$ cat src/hdl/sd_path_pkg.sv
// Shared constants and types for the sigma-delta decimation path
`default_nettype none
package sd_path_pkg;

  // ==========================================================================
  // Sizes
  localparam int NUM_CH = 6;
  localparam int WORD_W = 16;
  localparam int RES_W = 15;
  localparam int CIC_W = 25;
  localparam int STAGE_COUNT = 3;
  localparam int FIFO_DEPTH = 8;
  localparam int GAIN_W = 6;
  localparam int BITCNT_W = 4;

  // ==========================================================================
  // Rates
  localparam int MOD_DIV = 8;
  localparam logic [2:0] MOD_DIV_LAST = 3'(MOD_DIV - 1);
  localparam int BASE_OSR = 32;
  localparam int BITS_PER_STAGE_BASE = 5;
  localparam int MCLK_DIV_MAX = 5;

  // ==========================================================================
  // Control bit positions
  localparam int CRA_DATA_BIT = 0;
  localparam int CRA_MIXED_BIT = 1;
  localparam int CRB_RATE_LSB = 0;
  localparam int CRB_SCLK_LSB = 2;
  localparam int CRB_MCLK_LSB = 4;
  localparam int CRC_REF_BIT = 6;
  localparam int GAIN_LO_LSB = 0;
  localparam int GAIN_HI_LSB = 4;

  // ==========================================================================
  // Values
  localparam logic [WORD_W-1:0] POS_FULL_SCALE = 16'h7fff;
  localparam logic [RES_W-1:0] RES_MAX = 15'h3fff;
  localparam logic FLAG_DATA = 1'b0;
  localparam logic [WORD_W-1:0] WORD_RST = 16'h0000;
  localparam logic [CIC_W-1:0] CIC_RST = 25'h0000000;
  localparam logic [GAIN_W-1:0] GAIN_DB [8] = '{6'h00, 6'h06, 6'h0c, 6'h12,
                                               6'h14, 6'h1a, 6'h20, 6'h26};

  // ==========================================================================
  // Types
  typedef struct packed {
    logic [2:0] mclk_div;
    logic [1:0] sclk_rate;
    logic [1:0] rate;
  } timing_cfg_t;

  typedef struct packed {
    logic data_mode;
    logic mixed_mode;
  } mode_t;

  typedef enum logic {SER_IDLE, SER_SHIFT} ser_state_t;

endpackage
`default_nettype wire

$ cat src/hdl/sample_fifo.sv
// Sample FIFO with registered read data and valid/ready on both sides
`default_nettype none
module sample_fifo #(
  parameter int WIDTH = 16,
  parameter int DEPTH = 8
) (
  input wire logic clk_i,
  input wire logic resetn_i,
  input wire logic in_valid_i,
  output logic in_ready_o,
  input wire logic [WIDTH-1:0] in_data_i,
  output logic out_valid_o,
  input wire logic out_ready_i,
  output logic [WIDTH-1:0] out_data_o
);
  localparam int PTR_W = $clog2(DEPTH);

  logic [WIDTH-1:0] mem [DEPTH];
  logic [PTR_W-1:0] wr_ptr;
  logic [PTR_W-1:0] rd_ptr;
  logic [PTR_W:0] count;
  logic push;
  logic pop;

  assign in_ready_o = (count != (PTR_W+1)'(DEPTH));
  assign push = in_valid_i && in_ready_o;
  // Refill the output register whenever it is free or being taken
  assign pop = (count != '0) && (!out_valid_o || out_ready_i);

  always_ff @(posedge clk_i) begin
    if (push) begin
      mem[wr_ptr] <= in_data_i;
    end
  end

  always_ff @(posedge clk_i) begin
    if (!resetn_i) begin
      wr_ptr <= '0;
      rd_ptr <= '0;
      count <= '0;
    end else begin
      if (push) begin
        wr_ptr <= (wr_ptr == PTR_W'(DEPTH - 1)) ? '0 : wr_ptr + 1'b1;
      end
      if (pop) begin
        rd_ptr <= (rd_ptr == PTR_W'(DEPTH - 1)) ? '0 : rd_ptr + 1'b1;
      end
      count <= count + (PTR_W+1)'(push) - (PTR_W+1)'(pop);
    end
  end

  always_ff @(posedge clk_i) begin
    if (!resetn_i) begin
      out_valid_o <= 1'b0;
      out_data_o <= '0;
    end else if (pop) begin
      out_valid_o <= 1'b1;
      out_data_o <= mem[rd_ptr];
    end else if (out_ready_i) begin
      out_valid_o <= 1'b0;
    end
  end
endmodule // sample_fifo
`default_nettype wire

$ cat src/hdl/sd_decimation_path.sv
// Six-channel sinc-cubed decimation path with serial sample output
`default_nettype none
module sd_decimation_path
  import sd_path_pkg::*;
(
  input wire logic clk_i,
  input wire logic resetn_i,
  input wire logic [NUM_CH-1:0] modulator_bit_i,
  input wire logic [7:0] control_reg_a_i,
  input wire logic [7:0] control_reg_b_i,
  input wire logic [7:0] control_reg_c_i,
  input wire logic [7:0] control_reg_d_i,
  input wire logic [7:0] control_reg_e_i,
  input wire logic [7:0] control_reg_f_i,
  input wire logic host_sdi_i,
  output logic [NUM_CH-1:0][GAIN_W-1:0] gain_db_o,
  output logic reference_output_enable_o,
  output logic serial_clk_o,
  output logic serial_data_o,
  output logic frame_sync_o,
  output logic [WORD_W-1:0] rx_word_o,
  output logic rx_valid_o,
  output logic sample_event_o,
  output logic overrun_o
);

  // ==========================================================================
  // Configuration
  timing_cfg_t cfg;
  mode_t mode;
  logic [7:0] gain_regs [3];

  assign cfg.rate = control_reg_b_i[CRB_RATE_LSB +: 2];
  assign cfg.sclk_rate = control_reg_b_i[CRB_SCLK_LSB +: 2];
  assign cfg.mclk_div = control_reg_b_i[CRB_MCLK_LSB +: 3];
  assign mode.data_mode = control_reg_a_i[CRA_DATA_BIT];
  assign mode.mixed_mode = control_reg_a_i[CRA_DATA_BIT] && control_reg_a_i[CRA_MIXED_BIT];
  assign gain_regs[0] = control_reg_d_i;
  assign gain_regs[1] = control_reg_e_i;
  assign gain_regs[2] = control_reg_f_i;

  // ==========================================================================
  // Gain decode and reference enable
  always_ff @(posedge clk_i) begin
    if (!resetn_i) begin
      gain_db_o <= '0;
    end else begin
      for (int ch = 0; ch < NUM_CH; ch++) begin
        gain_db_o[ch] <= (ch % 2 == 0) ? GAIN_DB[gain_regs[ch/2][GAIN_LO_LSB +: 3]]
                                       : GAIN_DB[gain_regs[ch/2][GAIN_HI_LSB +: 3]];
      end
    end
  end

  always_ff @(posedge clk_i) begin
    if (!resetn_i) begin
      reference_output_enable_o <= 1'b0;
    end else begin
      reference_output_enable_o <= control_reg_c_i[CRC_REF_BIT];
    end
  end

  // ==========================================================================
  // Clock enables
  logic [2:0] mclk_cnt;
  logic [2:0] mclk_last;
  logic dm_en;
  logic [2:0] mod_cnt;
  logic mod_en;
  logic [7:0] dec_cnt;
  logic [7:0] dec_last;
  logic dec_fire;
  logic [2:0] sclk_cnt;
  logic [2:0] sclk_mask;
  logic half_tick;

  assign mclk_last = (cfg.mclk_div >= 3'(MCLK_DIV_MAX)) ? 3'(MCLK_DIV_MAX - 1) : cfg.mclk_div;

  always_ff @(posedge clk_i) begin
    if (!resetn_i) begin
      mclk_cnt <= '0;
      dm_en <= 1'b0;
    end else begin
      dm_en <= (mclk_cnt >= mclk_last);
      mclk_cnt <= (mclk_cnt >= mclk_last) ? '0 : mclk_cnt + 1'b1;
    end
  end

  // Sampling enable at divided master clock (dm_en) / 8
  always_ff @(posedge clk_i) begin
    if (!resetn_i) begin
      mod_cnt <= '0;
    end else if (dm_en) begin
      mod_cnt <= mod_cnt + 1'b1;
    end
  end
  assign mod_en = dm_en && (mod_cnt == MOD_DIV_LAST);

  // Ratio 32, 64, 128 or 256
  assign dec_last = 8'((BASE_OSR << cfg.rate) - 1);
  assign dec_fire = mod_en && (dec_cnt >= dec_last);

  always_ff @(posedge clk_i) begin
    if (!resetn_i) begin
      dec_cnt <= '0;
    end else if (mod_en) begin
      dec_cnt <= (dec_cnt >= dec_last) ? '0 : dec_cnt + 1'b1;
    end
  end

  assign sclk_mask = 3'((4'h1 << cfg.sclk_rate) - 4'h1);
  assign half_tick = dm_en && ((sclk_cnt & sclk_mask) == sclk_mask);

  always_ff @(posedge clk_i) begin
    if (!resetn_i) begin
      sclk_cnt <= '0;
    end else if (dm_en) begin
      sclk_cnt <= sclk_cnt + 1'b1;
    end
  end

  // ==========================================================================
  // Input synchronisers
  logic [NUM_CH-1:0] mod_meta;
  logic [NUM_CH-1:0] mod_sync;
  logic sdi_meta;
  logic sdi_sync;

  always_ff @(posedge clk_i) begin
    if (!resetn_i) begin
      mod_meta <= '0;
      mod_sync <= '0;
      sdi_meta <= 1'b0;
      sdi_sync <= 1'b0;
    end else begin
      mod_meta <= modulator_bit_i;
      mod_sync <= mod_meta;
      sdi_meta <= host_sdi_i;
      sdi_sync <= sdi_meta;
    end
  end

  // ==========================================================================
  // Sinc-cubed decimators
  logic [WORD_W-1:0] ch_word [NUM_CH];
  logic sample_pending;

  always_ff @(posedge clk_i) begin
    if (!resetn_i) begin
      sample_pending <= 1'b0;
    end else begin
      sample_pending <= dec_fire;
    end
  end

  for (genvar g = 0; g < NUM_CH; g++) begin : g_chan
    logic [CIC_W-1:0] integ [STAGE_COUNT];
    logic [CIC_W-1:0] delay [STAGE_COUNT];
    logic [CIC_W-1:0] comb [STAGE_COUNT];
    logic [CIC_W-1:0] cic_out;
    logic signed [CIC_W-1:0] centred;
    logic signed [CIC_W-1:0] scaled;
    logic over;
    logic [RES_W-1:0] res;

    always_ff @(posedge clk_i) begin
      if (!resetn_i) begin
        integ <= '{default: CIC_RST};
      end else if (mod_en) begin
        integ[0] <= integ[0] + CIC_W'(mod_sync[g]);
        integ[1] <= integ[1] + integ[0];
        integ[2] <= integ[2] + integ[1];
      end
    end

    always_comb begin
      comb[0] = integ[2] - delay[0];
      comb[1] = comb[0] - delay[1];
      comb[2] = comb[1] - delay[2];
    end

    // Comb section at the decimated rate
    always_ff @(posedge clk_i) begin
      if (!resetn_i) begin
        delay <= '{default: CIC_RST};
        cic_out <= CIC_RST;
      end else if (dec_fire) begin
        delay[0] <= integ[2];
        delay[1] <= comb[0];
        delay[2] <= comb[1];
        cic_out <= comb[2];
      end
    end

    always_comb begin
      centred = $signed(cic_out)
              - $signed(CIC_W'(1) << (RES_W - 1 + STAGE_COUNT * 32'(cfg.rate)));
      // Keep the top bits at lower rates
      scaled = centred >>> (STAGE_COUNT * 32'(cfg.rate));
      over = (scaled > $signed(CIC_W'(RES_MAX)));
      // Fifteen grown bits at base ratio
      res = over ? RES_MAX : scaled[RES_W-1:0];
      if (mode.mixed_mode) begin
        ch_word[g] = {FLAG_DATA, res};
      end else if (over) begin
        ch_word[g] = POS_FULL_SCALE;
      end else begin
        ch_word[g] = {res, 1'b0};
      end
    end
  end

  // ==========================================================================
  // Sample hold and FIFO feed
  logic [WORD_W-1:0] hold [NUM_CH];
  logic [2:0] feed_idx;
  logic feeding;
  logic fifo_in_ready;
  logic fifo_out_valid;
  logic [WORD_W-1:0] fifo_out_data;
  logic ser_take;
  logic capture;

  // Samples only leave in data or mixed mode
  assign capture = sample_pending && mode.data_mode;

  // Output words update on the sample event
  always_ff @(posedge clk_i) begin
    if (!resetn_i) begin
      hold <= '{default: WORD_RST};
    end else if (capture) begin
      for (int ch = 0; ch < NUM_CH; ch++) begin
        hold[ch] <= ch_word[ch];
      end
    end
  end

  always_ff @(posedge clk_i) begin
    if (!resetn_i) begin
      feeding <= 1'b0;
      feed_idx <= '0;
    end else if (capture) begin
      feeding <= 1'b1;
      feed_idx <= '0;
    end else if (feeding && fifo_in_ready) begin
      feeding <= (feed_idx != 3'(NUM_CH - 1));
      feed_idx <= feed_idx + 1'b1;
    end
  end

  always_ff @(posedge clk_i) begin
    if (!resetn_i) begin
      sample_event_o <= 1'b0;
      overrun_o <= 1'b0;
    end else begin
      sample_event_o <= capture;
      overrun_o <= capture && feeding;
    end
  end

  sample_fifo #(
    .WIDTH(WORD_W),
    .DEPTH(FIFO_DEPTH)
  ) u_fifo (
    .clk_i(clk_i),
    .resetn_i(resetn_i),
    .in_valid_i(feeding),
    .in_ready_o(fifo_in_ready),
    .in_data_i(hold[feed_idx]),
    .out_valid_o(fifo_out_valid),
    .out_ready_i(ser_take),
    .out_data_o(fifo_out_data)
  );

  // ==========================================================================
  // Serial port
  ser_state_t ser_state;
  logic [WORD_W-1:0] shreg;
  logic [BITCNT_W-1:0] bit_cnt;
  logic rise_next;

  assign ser_take = (ser_state == SER_IDLE) && fifo_out_valid && half_tick;

  always_ff @(posedge clk_i) begin
    if (!resetn_i) begin
      ser_state <= SER_IDLE;
      shreg <= WORD_RST;
      bit_cnt <= '0;
      rise_next <= 1'b0;
      serial_clk_o <= 1'b0;
      serial_data_o <= 1'b0;
      frame_sync_o <= 1'b0;
      rx_word_o <= WORD_RST;
      rx_valid_o <= 1'b0;
    end else begin
      rx_valid_o <= 1'b0;
      unique case (ser_state)
        SER_IDLE: begin
          if (ser_take) begin
            shreg <= fifo_out_data;
            serial_data_o <= fifo_out_data[WORD_W-1];
            frame_sync_o <= 1'b1;
            serial_clk_o <= 1'b0;
            bit_cnt <= '0;
            rise_next <= 1'b1;
            ser_state <= SER_SHIFT;
          end
        end
        SER_SHIFT: begin
          if (half_tick && rise_next) begin
            serial_clk_o <= 1'b1;
            // Same register shifts in host data
            shreg <= {shreg[WORD_W-2:0], sdi_sync};
            rise_next <= 1'b0;
          end else if (half_tick) begin
            serial_clk_o <= 1'b0;
            frame_sync_o <= 1'b0;
            rise_next <= 1'b1;
            if (bit_cnt == BITCNT_W'(WORD_W - 1)) begin
              rx_word_o <= shreg;
              // Host words accepted in mixed mode
              rx_valid_o <= mode.mixed_mode;
              ser_state <= SER_IDLE;
            end else begin
              bit_cnt <= bit_cnt + 1'b1;
              serial_data_o <= shreg[WORD_W-1];
            end
          end
        end
      endcase
    end
  end

endmodule // sd_decimation_path
`default_nettype wire

$ cat config.mk
export PLATFORM = sky130hd
export DESIGN_NAME = sd_decimation_path
export DESIGN_NICKNAME = d
export VERILOG_FILES = /design/src/hdl/sd_path_pkg.sv /design/src/hdl/sample_fifo.sv /design/src/hdl/sd_decimation_path.sv
export SDC_FILE = /design/constraint.sdc
export NUM_CORES = 2
export LEC_CHECK = 0
export ABC_CLOCK_PERIOD_IN_PS = 7750
export BUFFER_PORTS_ARGS = -buffer_cell sky130_fd_sc_hd__buf_2
export CORE_MARGIN = 4
export CORE_UTILIZATION = 55
export DETAILED_ROUTE_END_ITERATION = 10
export HOLD_SLACK_MARGIN = 0.06
export PLACE_DENSITY = 0.7
export SETUP_SLACK_MARGIN = 0.2
export SLEW_MARGIN = 5
export SYNTH_ARGS = -nofsm -noshare
export SYNTH_HDL_FRONTEND = slang
export SYNTH_SLANG_ARGS = --single-unit
$ cat constraint.sdc
create_clock -name clk_i -period 7.75 [get_ports clk_i]
set_input_delay 0.3875 -clock clk_i [delete_from_list [all_inputs] [get_ports clk_i]]
set_output_delay 0.3875 -clock clk_i [all_outputs]
set_load 0.05 [all_outputs]
==> flow_metrics.tcl <==
set metrics [dict create \
    gp_congestion 0.929 \
    routed_wire_length_per_instance_um 16.7 \
    sequential_group_share_of_total_power 0.450 \
    ant_nets 0 \
    tritoncts.num_buffers 161 \
    finalCritPeriodShare 0.834 \
    rsz0062_at_grt "false" \
    synthArstFlopShare 0 \
    postSynthRegisterBits 1413 \
    cp_slowest_cell "sky130_fd_sc_hd__a2111oi_0" \
    setup_slack_ns 1.28 \
    timing.hold.worst_endpoint "dm_en$_SDFF_PN0_" \
    clkPwrFrac 0.460 \
    synth_seq_area_share 0.299 \
    leakagePower_nw 42.6 \
    floorplan.die.height_um 432 \
    groute.usage.overall 0.259 \
    max-clock-path-buffers 3 \
    hold_path.class "input pin to flip-flop" \
    globalRouteMet3Util 0.0334 \
    antenna_found_initial 8 \
    path_common_cell "sky130_fd_sc_hd__a21oi_1" \
    initial_utilization 0.554 \
    drive_above_1_share 0.0587 \
    i_o_pins 116 \
    power_density_nw_per_um2 156 \
    dpl_worst_slack_ns 1.36 \
    drt_pre_antenna_iters 6 \
    tightest_slew_ns 1.24 \
    clock-sinks 1413 \
    yosys.cell_count.top_type "sky130_fd_sc_hd__nand2_1" \
    syn_avg_cell_area_um2 7.95 \
    min-delay-start "control_reg_b_i[5]" \
    synth_top_flop_cell "sky130_fd_sc_hd__dfxtp_1" \
    postSynthCellCount 12400 \
    core-area_um2 179000 \
    die-area_um2 187000 \
    timing.fmax_mhz 155 \
    synth.lib_cells_used.distinct 121 \
    synth-edff-count 128 \
    yosys-top-cells-count "1858 x sky130_fd_sc_hd__nand2_1, 1328 x sky130_fd_sc_hd__a21oi_1, 1285 x sky130_fd_sc_hd__dfxtp_1" \
    timing_max_transition_violations_final 0 \
    number_of_drc_markers_after_the_initial_detailed_route_iteration 5603 \
    syn2layout_area_growth_pct 8.17 \
    fin_nets 13300 \
    busiest_layer "met2" \
    timing.reg2reg.setup_slack_ns 1.28 \
    cts_tree "yes" \
    fin_setup_tns_ns 0 \
    die_x_extent_um 432 \
    routed-via-count 86400 \
    critPathRequiredTime_ns 8.42 \
    detailed_place_hpwl_mm 177 \
    timing.reg2reg.worst_path_depth 29 \
    crit-reg2reg-capture "g_chan[4].cic_out[23]$_SDFFE_PN0P_" \
    p_sw_frac 0.257 \
    synth_area_leaders "sky130_fd_sc_hd__dfxtp_1 26%, sky130_fd_sc_hd__ha_1 12%, sky130_fd_sc_hd__nand2_1 7.0%" \
    criticalPathCategory "flip-flop to flip-flop" \
    number_of_standard_cell_rows_in_the_floorplan 155 \
    grt_pass1_wl_mm 409 \
    largest_net_degree_at_the_start_of_global_routing 221 \
    path_max_fanout 5 \
    timing.max_cap.violations 0 \
    post_synthesis_cell_type_with_the_largest_combined_area "sky130_fd_sc_hd__dfxtp_1" \
    switching_power_mw 4.30 \
    route.detailed.vias_per_inst 5.83 \
    path_delay_family "compound AO/OA/AOI/OAI gates" \
    globalRouteOverflowTotal 0 \
    global_route.usage.met1 0.341 \
    layout_min_cycle_time_ns 6.47 \
    ys_warn_count 0 \
    hold_depth 6 \
    drc_violations_left 0 \
    worst_setup_hold_path_clk_slew_ns 0.06 \
    crit_path_end_kind "flip-flop" \
    port_buffers 89 \
    grt_util_met2 0.444 \
    critical_path_buf_inv_count 2 \
    result_of_the_run "completed" \
    crit_arrival_ns 7.13 \
    synth_top_area_share 0.260 \
    routed_wirelength_mm 248 \
    grt_pass1_vias 82300 \
    cell_internal_pwr_mw 12.4 \
    clock_latency_ns 0.83 \
    synthesis.area_um2 99000 \
    finalHoldViolations 0 \
    cts_root_buf "sky130_fd_sc_hd__clkbuf_16" \
    worst_max_slew_margin_expressed_relative_to_the_limit 0.174 \
    finalSetupViolCount 0 \
    critical-path-max-stage-delay_ns 0.56 \
    power_frac_comb 0.090 \
    setup.worst_path.start_class "flip-flop" \
    fin_worst_skew_ns 0.0411 \
    max-vdd-ir-drop_mv 0.165 \
    htree_num_levels 4 \
    r2r_start "g_chan[4].integ[0]$_SDFFE_PN0P_" \
]
-- power by group through the flow --
| stage | Clock [mW] | Sequential [mW] | Combinational, mW |
|---|---|---|---|
| after CTS | 7.88 | 7.53 | 1.48 |
| after global placement | 0 | 7.68 | 1.43 |
| after detailed placement | 0 | 7.69 | 1.46 |
| final | 7.70 | 7.53 | 1.50 |
| after global routing | 8.19 | 7.54 | 1.64 |
| after floorplan | 0 | 7.66 | 1.11 |
-- per-stage QoR --
step | power [mW] | hold slack, ns | area, um2 | std cells | util
after floorplan | 8.77 | 0.412 | 99100 | 12500 | -
after global placement | 9.12 | 0.427 | 101000 | 14500 | 0.567
after detailed placement | 9.15 | 0.431 | 101000 | 14500 | 0.567
after CTS | 16.9 | 0.0694 | 107000 | 14800 | 0.599
after global routing | 17.4 | 0.141 | 107000 | 14800 | 0.599
final | 16.7 | 0.149 | 107000 | 14800 | 0.600
-- layout make-up --
cell class                      instances  area, um2
Antenna cell                           10       25.0
Clock buffer                          240       4690
Clock inverter                         57        703
Fill cell                           15900      71500
Inverter                              739       2790
Multi-Input combinational cell       9782      64700
Sequential cell                      1413      29600
Tap cell                             2355       2950
Timing Repair Buffer                  225       1670
-- flip-flops by register name, summed over array words and instances, names as in the netlist, 3 cells and up --
name,flops
bit_cnt,4
dec_cnt,8
feed_idx,3
g_chan.cic_out,150
g_chan.delay,450
g_chan.integ,450
gain_db_o,30
hold,96
mclk_cnt,3
mod_cnt,3
mod_meta,6
mod_sync,6
rx_word_o,16
sclk_cnt,3
shreg,16
u_fifo.count,4
u_fifo.mem,128
u_fifo.out_data_o,16
u_fifo.rd_ptr,3
u_fifo.wr_ptr,3
-- per-layer routing --
| layer | up-vias | wire length [um] | share of wire |
|---|---|---|---|
| li1 | 43700 | - | - |
| met2 | 1680 | 116000 | 0.47 |
| met5 | - | 0 | 0 |
| met3 | 308 | 11800 | 0.047 |
| met4 | 0 | 5880 | 0.024 |
| met1 | 40700 | 114000 | 0.46 |
-- how the worst max path moves through the flow --
stage / startpoint / slack, ns / cells past startpoint / end
4_1_cts: g_chan[4].integ[0]$_SDFFE_PN0P_ / 1.30 / 29 / g_chan[4].cic_out[23]$_SDFFE_PN0P_
2_1_floorplan: control_reg_b_i[0] / 1.10 / 25 / hold[21]$_SDFFE_PN0P_
3_3_place_gp: g_chan[4].integ[0]$_SDFFE_PN0P_ / 1.35 / 29 / g_chan[4].cic_out[23]$_SDFFE_PN0P_
3_5_place_dp: g_chan[4].integ[0]$_SDFFE_PN0P_ / 1.36 / 29 / g_chan[4].cic_out[23]$_SDFFE_PN0P_
6_report: g_chan[4].integ[0]$_SDFFE_PN0P_ / 1.28 / 29 / g_chan[4].cic_out[23]$_SDFFE_PN0P_
5_1_grt: g_chan[4].integ[0]$_SDFFE_PN0P_ / 0.56 / 29 / g_chan[4].cic_out[23]$_SDFFE_PN0P_
-- kinds of logic (layout without fill, tap and decap cells) --
kind of cell | count (synthesis) | after routing | share of synthesized area
AND/OR/NAND/NOR | 4190 | 4190 | 0.188
AO/OA/AOI/OAI | 3376 | 3376 | 0.216
flip-flops | 1413 | 1413 | 0.299
buffers and inverters | 1287 | 1261 | 0.0508
adder cells (fa/ha/maj) | 963 | 963 | 0.125
XOR/XNOR | 843 | 843 | 0.0749
multiplexers | 374 | 374 | 0.0479
other | 2 | 46 | 0.0000759
-- layout by cell type (no fill, tap or decap), types with 110 or more instances in the layout --
cell	count
sky130_fd_sc_hd__a211oi_1	264
sky130_fd_sc_hd__nor2_1	1035
sky130_fd_sc_hd__and3_1	140
sky130_fd_sc_hd__nor3_1	235
sky130_fd_sc_hd__xor2_1	340
sky130_fd_sc_hd__nand2_1	1855
sky130_fd_sc_hd__o21ai_0	552
sky130_fd_sc_hd__nand3_1	250
sky130_fd_sc_hd__xnor2_1	501
sky130_fd_sc_hd__or3_1	117
sky130_fd_sc_hd__nor2b_1	110
sky130_fd_sc_hd__mux2i_1	251
sky130_fd_sc_hd__a31oi_1	112
sky130_fd_sc_hd__inv_1	732
sky130_fd_sc_hd__dfxtp_1	1282
sky130_fd_sc_hd__ha_1	923
sky130_fd_sc_hd__edfxtp_1	128
sky130_fd_sc_hd__a21oi_1	1326
sky130_fd_sc_hd__clkbuf_16	161
sky130_fd_sc_hd__o21a_1	154
sky130_fd_sc_hd__a21o_1	221
-- tightest hold or removal path: stages --
cell and delay, ns:
sky130_fd_sc_hd__buf_2 0.10, sky130_fd_sc_hd__nand2_1 0.05, sky130_fd_sc_hd__ha_1 0.14, sky130_fd_sc_hd__a21o_1 0.08, sky130_fd_sc_hd__a21oi_1 0.09, sky130_fd_sc_hd__nor2_1 0.09
-- timing repair --
item                                   4_1_cts  5_1_grt
resized for setup                            0        0
setup buffers                                0        0
endpoints found under the hold margin       52        0
setup endpoints to repair                    0        0
hold buffers                                38        0
(Power assumes the default switching activity.)
